$ cat src/core/dsr_pkg.sv
// constants and types for the double-word shift and rotate unit
// assumes one clock domain with synchronous active-low reset
// Overview of operation
// - right shift moves operand toward bit zero
// - right shift count over 32 gives zero, flags cleared
// - right shift fills vacated high bits with zero
// - enable output follows enable input
// - result held in clocked storage between evaluations
// - rotate left moves operand toward bit 31
// - rotate count over 32 wraps as ((n-1) mod 32)+1
// - rotate left refills low bits from high end
// - rotate right refills high bits from low end
// - operand and result 32 bits, count 16 bits
package dsr_pkg;
   localparam int DATA_W = 32;
   localparam int CNT_W = 16;
   localparam logic [15:0] CNT_LIMIT = 16'h0020;
   localparam logic [15:0] CNT_ZERO = 16'h0000;
   localparam logic [15:0] CNT_ONE = 16'h0001;
   localparam logic [4:0] ROT_MASK = 5'h1f;
   localparam int AMT_W = 6;
   localparam int ROT_W = 5;
   localparam logic [5:0] AMT_ONE = 6'h01;
   localparam logic [31:0] RESULT_RST = 32'h0000_0000;
   localparam logic [31:0] RESULT_ZERO = 32'h0000_0000;
   localparam logic FLAG_RST = 1'b0;
   localparam logic FLAG_CLEAR = 1'b0;

   typedef enum logic [2:0]
   {
      DSR_OP_SHR = 3'b001,
      DSR_OP_ROL = 3'b010,
      DSR_OP_ROR = 3'b100
   } dsr_op_t;

   typedef struct packed
   {
      logic [31:0] result;
      logic cc0;
      logic ovf;
   } dsr_state_t;
endpackage

$ cat src/core/double_word_32bit_shift_rotate_unit.sv
// top of the double-word shift and rotate unit
// assumes operation select is static and inputs are synchronous to core_clk
`timescale 1ns/1ns
module dsr_double_word_32bit_shift_rotate_unit
(
   input wire logic core_clk,
   input wire logic rst_n,
   input wire logic clkEn,
   input wire logic enableIn,
   input wire dsr_pkg::dsr_op_t opSel,
   input wire logic [dsr_pkg::DATA_W-1:0] operandIn,
   input wire logic [dsr_pkg::CNT_W-1:0] shiftCount,
   output logic enableFollowOut,
   output logic [dsr_pkg::DATA_W-1:0] resultOut,
   output logic conditionCodeBit0,
   output logic overflowFlag
);
   import dsr_pkg::*;

   dsr_state_t stateFf;
   dsr_state_t nxtState;
   logic [AMT_W-1:0] amount;
   logic [DATA_W-1:0] shifted;
   logic shrSel;
   logic rotSel;
   logic cntZero;
   logic cntOver;

   function automatic logic isShiftRight(input dsr_op_t op);
      isShiftRight = (op == DSR_OP_SHR);
   endfunction

   function automatic logic isRotate(input dsr_op_t op);
      case (op)
         DSR_OP_ROL:
            isRotate = 1'b1;
         DSR_OP_ROR:
            isRotate = 1'b1;
         default:
            isRotate = 1'b0;
      endcase
   endfunction

   function automatic logic isZero(input logic [CNT_W-1:0] cnt);
      isZero = (cnt == CNT_ZERO);
   endfunction

   function automatic logic isOverRange(input logic [CNT_W-1:0] cnt);
      isOverRange = (cnt > CNT_LIMIT);
   endfunction

   // counts above the limit wrap for rotates and saturate for the shift
   function automatic logic [AMT_W-1:0] reduceCount(input logic [CNT_W-1:0] cnt,
      input logic isRot);
      logic [CNT_W-1:0] cntLess;
      logic [ROT_W-1:0] wrapped;
      cntLess = cnt - CNT_ONE;
      wrapped = cntLess[ROT_W-1:0] & ROT_MASK;
      if (!isOverRange(cnt))
         reduceCount = cnt[AMT_W-1:0];
      else if (isRot)
         reduceCount = {1'b0, wrapped} + AMT_ONE;
      else
         reduceCount = CNT_LIMIT[AMT_W-1:0];
   endfunction

   always_comb
   begin
      shrSel = isShiftRight(opSel);
      rotSel = isRotate(opSel);
      cntZero = isZero(shiftCount);
      cntOver = isOverRange(shiftCount);
      amount = reduceCount(shiftCount, rotSel);
   end

   dsr_barrel uBarrel
   (
      .operand(operandIn),
      .amount(amount),
      .opSel(opSel),
      .shifted(shifted)
   );

   always_comb
   begin
      nxtState = stateFf;
      if (enableIn)
      begin
         if (cntZero)
         begin
            nxtState.result = operandIn;
         end
         else if (shrSel && cntOver)
         begin
            nxtState.result = RESULT_ZERO;
            nxtState.cc0 = FLAG_CLEAR;
            nxtState.ovf = FLAG_CLEAR;
         end
         else
         begin
            nxtState.result = shifted;
         end
      end
   end

   always_ff @(posedge core_clk)
   begin
      if (!rst_n)
      begin
         stateFf.result <= RESULT_RST;
         stateFf.cc0 <= FLAG_RST;
         stateFf.ovf <= FLAG_RST;
      end
      else if (clkEn)
      begin
         stateFf <= nxtState;
      end
   end

   assign enableFollowOut = enableIn;
   assign resultOut = stateFf.result;
   assign conditionCodeBit0 = stateFf.cc0;
   assign overflowFlag = stateFf.ovf;
endmodule

$ cat src/core/dsr_barrel.sv
// combinational barrel for shift right and both rotates
// assumes the amount is already reduced to 0..32
`timescale 1ns/1ns
module dsr_barrel
(
   input wire logic [dsr_pkg::DATA_W-1:0] operand,
   input wire logic [dsr_pkg::AMT_W-1:0] amount,
   input wire dsr_pkg::dsr_op_t opSel,
   output logic [dsr_pkg::DATA_W-1:0] shifted
);
   import dsr_pkg::*;
   logic [2*DATA_W-1:0] dbl;
   logic [2*DATA_W-1:0] ext;
   always_comb
   begin
      dbl = {operand, operand};
      ext = '0;
      shifted = operand;
      case (opSel)
         DSR_OP_SHR:
         begin
            ext = {{DATA_W{1'b0}}, operand} >> amount;
            shifted = ext[DATA_W-1:0];
         end
         DSR_OP_ROL:
         begin
            ext = dbl << amount;
            shifted = ext[2*DATA_W-1:DATA_W];
         end
         DSR_OP_ROR:
         begin
            ext = dbl >> amount;
            shifted = ext[DATA_W-1:0];
         end
         default:
            shifted = operand;
      endcase
   end
endmodule

$ cat config.mk
export PLATFORM = sky130hd
export DESIGN_NAME = dsr_double_word_32bit_shift_rotate_unit
export DESIGN_NICKNAME = d
export VERILOG_FILES = /design/src/core/dsr_pkg.sv /design/src/core/double_word_32bit_shift_rotate_unit.sv /design/src/core/dsr_barrel.sv
export SDC_FILE = /design/constraint.sdc
export NUM_CORES = 1
export LEC_CHECK = 0
export ABC_AREA = 1
export BUFFER_PORTS_ARGS = -buffer_cell sky130_fd_sc_hd__buf_2
export CORE_ASPECT_RATIO = 1.2
export CORE_MARGIN = 5
export CORE_UTILIZATION = 55
export DETAILED_ROUTE_END_ITERATION = 16
export PLACE_DENSITY = 0.9
export SYNTH_ARGS = -nofsm -noshare
export SYNTH_HDL_FRONTEND = slang
export SYNTH_HIERARCHICAL = 1
export SYNTH_SLANG_ARGS = --single-unit
$ cat constraint.sdc
create_clock -name core_clk -period 3 [get_ports core_clk]
set_input_delay 0.6 -clock core_clk [delete_from_list [all_inputs] [get_ports core_clk]]
set_output_delay 0.6 -clock core_clk [all_outputs]
set_load 0.1 [all_outputs]
==> metrics list, run 1 <==
- Aggregate global-route resource usage: 0.6037
- Count of boundary I/O pins: 90
- H-tree level count: 2
- Largest cells by area after synthesis: sky130_fd_sc_hd__nand2_1 (27%), sky130_fd_sc_hd__nand3_1 (21%), sky130_fd_sc_hd__nor2_1 (9.6%)
* Port bufs: 87
* Register area share after synthesis: 0.08766
- The number of hold buffers added after CTS was 0.
- Before CTS, the worst setup slack after placement is -755.6 ps.
- Final HPWL from detailed placement: 29.88 mm
- By count the netlist is led by sky130_fd_sc_hd__nand2_1 (532), sky130_fd_sc_hd__nand3_1 (300), sky130_fd_sc_hd__nor2_1 (186), sky130_fd_sc_hd__o21ai_0 (77), sky130_fd_sc_hd__inv_1 (59).
- Starting utilization of the core area: 0.5569
- Final Wtd Congestion: ~1.2
- The die is ~140 µm tall.
- Clock tree synthesis found a total of 32 sinks.
- Count of yosys warnings during synthesis: 6
- sky130_fd_sc_hd__nand2_1 takes more of the synthesized area than any other cell.
- Number of placement rows: between 40 and 50
* Ys flop type: sky130_fd_sc_hd__dfxtp_1
- GR Overflow Total: 1
- Width of the die: between 100 and 150 µm
* Average cell area after synthesis: 4.902 µm²
- Synth Instances: around 1500
* Halt Stage: global routing (5_1_grt)
- The number of global-route vias before repair is 12575.
* Register bit count reported by yosys: 32
- After synthesis the cells add up to about 0.0073 mm².
- The tool reported: "[ERROR GRT-0116] Global routing finished with congestion. Check the congestion regions in the DRC Viewer".
* Largest net degree at the start of global routing: 65
- Maximum root-to-sink buffer count: 2
- The first global-routing pass estimated 71.75 mm of wire.
- Distinct cell type count after synthesis: 41
- Synth async-reset ratio: 0
* Clock buffer count from CTS: 5
- Most frequent cell after synthesis: sky130_fd_sc_hd__nand2_1
- The tree is rooted in a sky130_fd_sc_hd__clkbuf_16.
- Number of synthesized flops with an enable pin: 0
- Of the post-synthesis cell area, the dominant cell type holds 0.2732.
- Outcome: did not finish
-- metal layers --
layer,GRT overflow,global-route usage
met5,0,0.06667
met4,1,0.5453
met2,0,0.7992
met1,0,0.6328
met3,0,0.3963
-- repair_timing --
| action | 4_1_cts |
|---|---|
| setup buffers | 30 |
| cloned | 6 |
| setup endpoints to repair | 32 |
| gates resized for setup | 208 |
| pin swaps | 75 |
-- stage by stage --
stage / cell area, µm² / utilization / instances
detailed placement: 9191 / 0.7004 / 1851
CTS: 10480 / 0.7984 / 1892
floorplan: 7315 / - / 1492
global placement: 9191 / 0.7004 / 1851
-- kinds of logic after synthesis --
group / synth area share
flops: 0.08766
mux: 0.004109
fa+ha+maj: 0.003424
other cells: 0.0005131
simple gates: 0.6504
buf+inv: 0.1128
xor+xnor: 0.002397
compound gates: 0.1387
==> inputs of run 2 (changes only) <==
- CORE_ASPECT_RATIO: 1.2 -> not set
- CORE_UTILIZATION: 55 -> 40
- PLACE_DENSITY: 0.9 -> not set
- PLACE_DENSITY_LB_ADDON: not set -> 0.15
- clock period: 3 -> 3.9 ns (I/O delays scaled with it)
==> run 2 against run 1 <==
The run now ends clean. Synthesized cell count did not move. Area after synthesis unchanged.
==> metrics list, run 2 <==
- The initial antenna violation count came to 0.
- Largest net degree at the start of global routing: 79
* Number of buffers and inverters on the critical path: 5
- Register bit count reported by yosys: 32 (unchanged)
- The count of nets left with antenna violations once routing finished came out at 0.
* Number of placement rows: 49 (was 46)
* Count of yosys warnings during synthesis: 6 (unchanged)
- Leaving out fill and tap cells, the most frequent cell in the layout is sky130_fd_sc_hd__nand2_1.
- The first detailed-routing pass took 8 iterations.
- Measured against its own limit, the worst slew margin works out to 0.3614.
* Area share of the leading cell type in the synthesized netlist: 0.2732 (unchanged)
- Dividing the detail-routed via count by the number of cells gives slightly above 6.
- The number of clock buffers inserted by TritonCTS came to 5 (unchanged).
* Maximum root-to-sink buffer count: 2 (unchanged)
* Clock latency reported for the late side of the worst-skew pair: just under 300 ps
* Width of the die: 145.2 µm (was 115.2 µm)
- Most frequent cells in the layout: sky130_fd_sc_hd__nand2_1 (531), sky130_fd_sc_hd__nand3_1 (300), sky130_fd_sc_hd__nor2_1 (185), sky130_fd_sc_hd__buf_2 (87), sky130_fd_sc_hd__o21ai_0 (75)
- Post-layout utilization of the core: 0.4703
- The number of sinks driven by the clock tree came to 32 (unchanged).
* Flip-flop count of the largest register after layout: 32
- The proportion of register bits with asynchronous set or reset after synthesis is 0 (unchanged).
* Placeable core region: roughly 0.018 mm²
- Data arrival time of the critical path: around 3800 ps
* Number of inserted diodes: 0
- The count of mapped cells out of synthesis came to 1491 (unchanged).
* Critical path's largest stage delay: approximately 310 ps
* Register clock-pin slew on the reported worst setup and hold paths: about 60 ps
- Routed WL: between 30 and 40 mm
- The number of levels the H-tree was split into came to 2 (unchanged).
* Port bufs: 87 (unchanged)
- Final count of hold timing violations: 0
* CTS tree: done
- After layout, the minimum clock period comes to between 3000 and 4000 ps.
- Setup violations remaining at the end of the flow were counted as 0.
- Leading area contributor after synthesis: sky130_fd_sc_hd__nand2_1 (unchanged)
- The first global-routing pass estimated between 50 and 60 mm of wire.
* Starting utilization of the core area: 0.4068 (was 0.5569)
- The worst-case IR drop observed on VDD is 0.0002531 V.
- Hold Path Depth: 2
- Path category of the worst min-delay check: reg2reg
- The setup slack at placement was -93.57 ps (was -755.6 ps).
- Crit share post-route: 0.9225
* Total number of nets in the final design: between 1500 and 2000
- Most frequent cells after synthesis: sky130_fd_sc_hd__nand2_1 (532), sky130_fd_sc_hd__nand3_1 (300), sky130_fd_sc_hd__nor2_1 (186), sky130_fd_sc_hd__o21ai_0 (77), sky130_fd_sc_hd__inv_1 (59) (unchanged).
- The CTS root buffer is sky130_fd_sc_hd__clkbuf_16 (unchanged).
* Setup repair after global routing missed its margin: false
* Startpoint type of the worst setup path: primary input
- The final-report max-slew violation count came to 0.
- Post-synthesis instance area: 0.007308 mm² (unchanged)
* Outcome: complete, no violations (was did not finish)
* Cell-by-cell trace of the critical path: buf_2, inv_1, ha_1, inv_1, nor2_1, nand3_1, nand2_1, nand2_2, a21oi_4, buf_4, buf_12, nand2_1, o21ai_1, nand2_1, nand3_1, nand3_1, nand3_1, nand2_1, a21oi_1, nand2_1, nand2_1, nor2_1, nor2_1, nor2_1
* Area added between synthesis and finish: 15.60%
- The average cell area after synthesis was 4.902 µm² (unchanged).
* Mean routed wirelength per cell: about 22 µm
- Largest cells by area after synthesis: sky130_fd_sc_hd__nand2_1 (27%), sky130_fd_sc_hd__nand3_1 (21%), sky130_fd_sc_hd__nor2_1 (9.6%) (unchanged)
* Setup TNS: 0 ps
- Fraction of final layout cells with drive strength greater than 1: 0.1329
- Final critical-path setup slack: 302.2 ps
- For this block, the via count after detailed routing is about 11000.
- Derived from the worst setup path, the maximum achievable clock frequency is 277.9 MHz.
- The leading cell type by number of instances after synthesis is sky130_fd_sc_hd__nand2_1 (unchanged).
* Count of boundary I/O pins: 90 (unchanged)
* Slew @ Worst Pin: ~960 ps
* Required arrival time at the worst endpoint: 4070 ps
* Maxcap violations: 0
* Number of cells on the critical path: 24
- The floorplan die height came to 145.2 µm (was 136.3 µm).
- The leading register cell type out of synthesis is sky130_fd_sc_hd__dfxtp_1 (unchanged).
- Register area share after synthesis: 0.08766 (unchanged)
- Final Hold Slack: between 500 and 600 ps
- Via count of the first global-routing pass: ~10000
* Final routed DRC violation total: 0
* Depth of the worst register-to-register path: 2
- Critical path's top delay family: simple AND/OR/NAND/NOR gates
- The number of library cell types mapped by synthesis is 41 (unchanged).
* Final Wtd Congestion: 1.070 (was 1.204)
- By instance count, the cell type seen most on the critical path is sky130_fd_sc_hd__nand2_1.
- By startpoint and endpoint, the worst setup path is classified as in2reg.
- In this run, the number of DRC markers left after iteration 0 of detailed routing was 1162.
- For this run the aggregate overflow at the end of global routing stands at 0.
* Aggregate global-route resource usage: 0.3557
- The post-CTS setup buffer count came to 0 (was 30).
* Final HPWL from detailed placement: 31.04 mm (was 29.88 mm)
- Of all nets on the critical path, the largest fanout is 13.
* Endpoint kind of the worst setup timing path: register
- LEAKAGE: around 0.0042 µW
- Cell area power density: ~270 mW/mm²
- The die covers between 0.02 and 0.025 mm².
* Cell with the largest stage delay on the worst path: sky130_fd_sc_hd__a21oi_1
- Number of synthesized flops with an enable pin: 0 (unchanged)
- Final clock skew: 0 ps
[run 2: cell counts after synthesis]
No cell type changed its count.
[run 2: repair_timing]
item | in CTS | in global routing
setup endpoints to repair | 0 | 32
hold buffers | 0 | 0
gates resized for setup | 0 | 4
[run 2: cell type report]
class                   count  area (µm²)
flip-flops and latches     32       640.6
clock inverters             2       35.03
clock buffers               6       128.9
repair buffers            165        1201
multi-input cells        1286        5902
inverters                  67       254.0
fillers                  2115        9515
well taps                 229       286.5
[run 2: per-layer routing]
layer | wire, µm | share of wire | global-route usage
met5 | 0 | 0 | 0
met4 | 3507 | 0.088 | 0.2523
met3 | 3691 | 0.093 | 0.07016
met2 | 17430 | 0.44 | 0.5609
met1 | 15130 | 0.38 | 0.4321
[run 2: logic make-up after synthesis]
logic type,Yosys count,share of synthesized area
multiplexers,3,0.004109
AO/OA/AOI/OAI,180,0.1387
AND/OR/NAND/NOR,1097,0.6504
buffers and inverters,174,0.1128
flip-flops,32,0.08766
XOR/XNOR,2,0.002397
adder cells (fa/ha/maj),2,0.003424
other,1,0.0005131
[run 2: where the power goes]
group | internal [µW] | switching [µW] | total (µW)
clock network | 301 | 164 | 465
logic | 401 | 1040 | 1440
registers | 350 | 14.6 | 365
total | 1050 | 1220 | 2270
[run 2: final timing paths]
kind,from,endpoint,slack (ps)
worst max-delay path,shiftCount[0],resultOut[7],300
worst min-delay path,resultOut[25],resultOut[25],520
worst max register to register,resultOut[9],resultOut[9],3120
worst min register to register,resultOut[25],resultOut[25],520
[run 2: stage by stage]
stage	power, µW	area (µm²)	cells
global placement	1771	8247	1778
detailed placement	1767	8247	1778
finish	2269	8448	1787
floorplan	1300	7312	1492
global route	2393	8448	1787
CTS	2229	8411	1786
[run 2: worst reg2reg max path, stage by stage, from the launching register on]
cell and delay [ps]:
sky130_fd_sc_hd__dfxtp_1 450, sky130_fd_sc_hd__o21ai_0 130, sky130_fd_sc_hd__nor2_1 130
(Power assumes the default switching activity.)
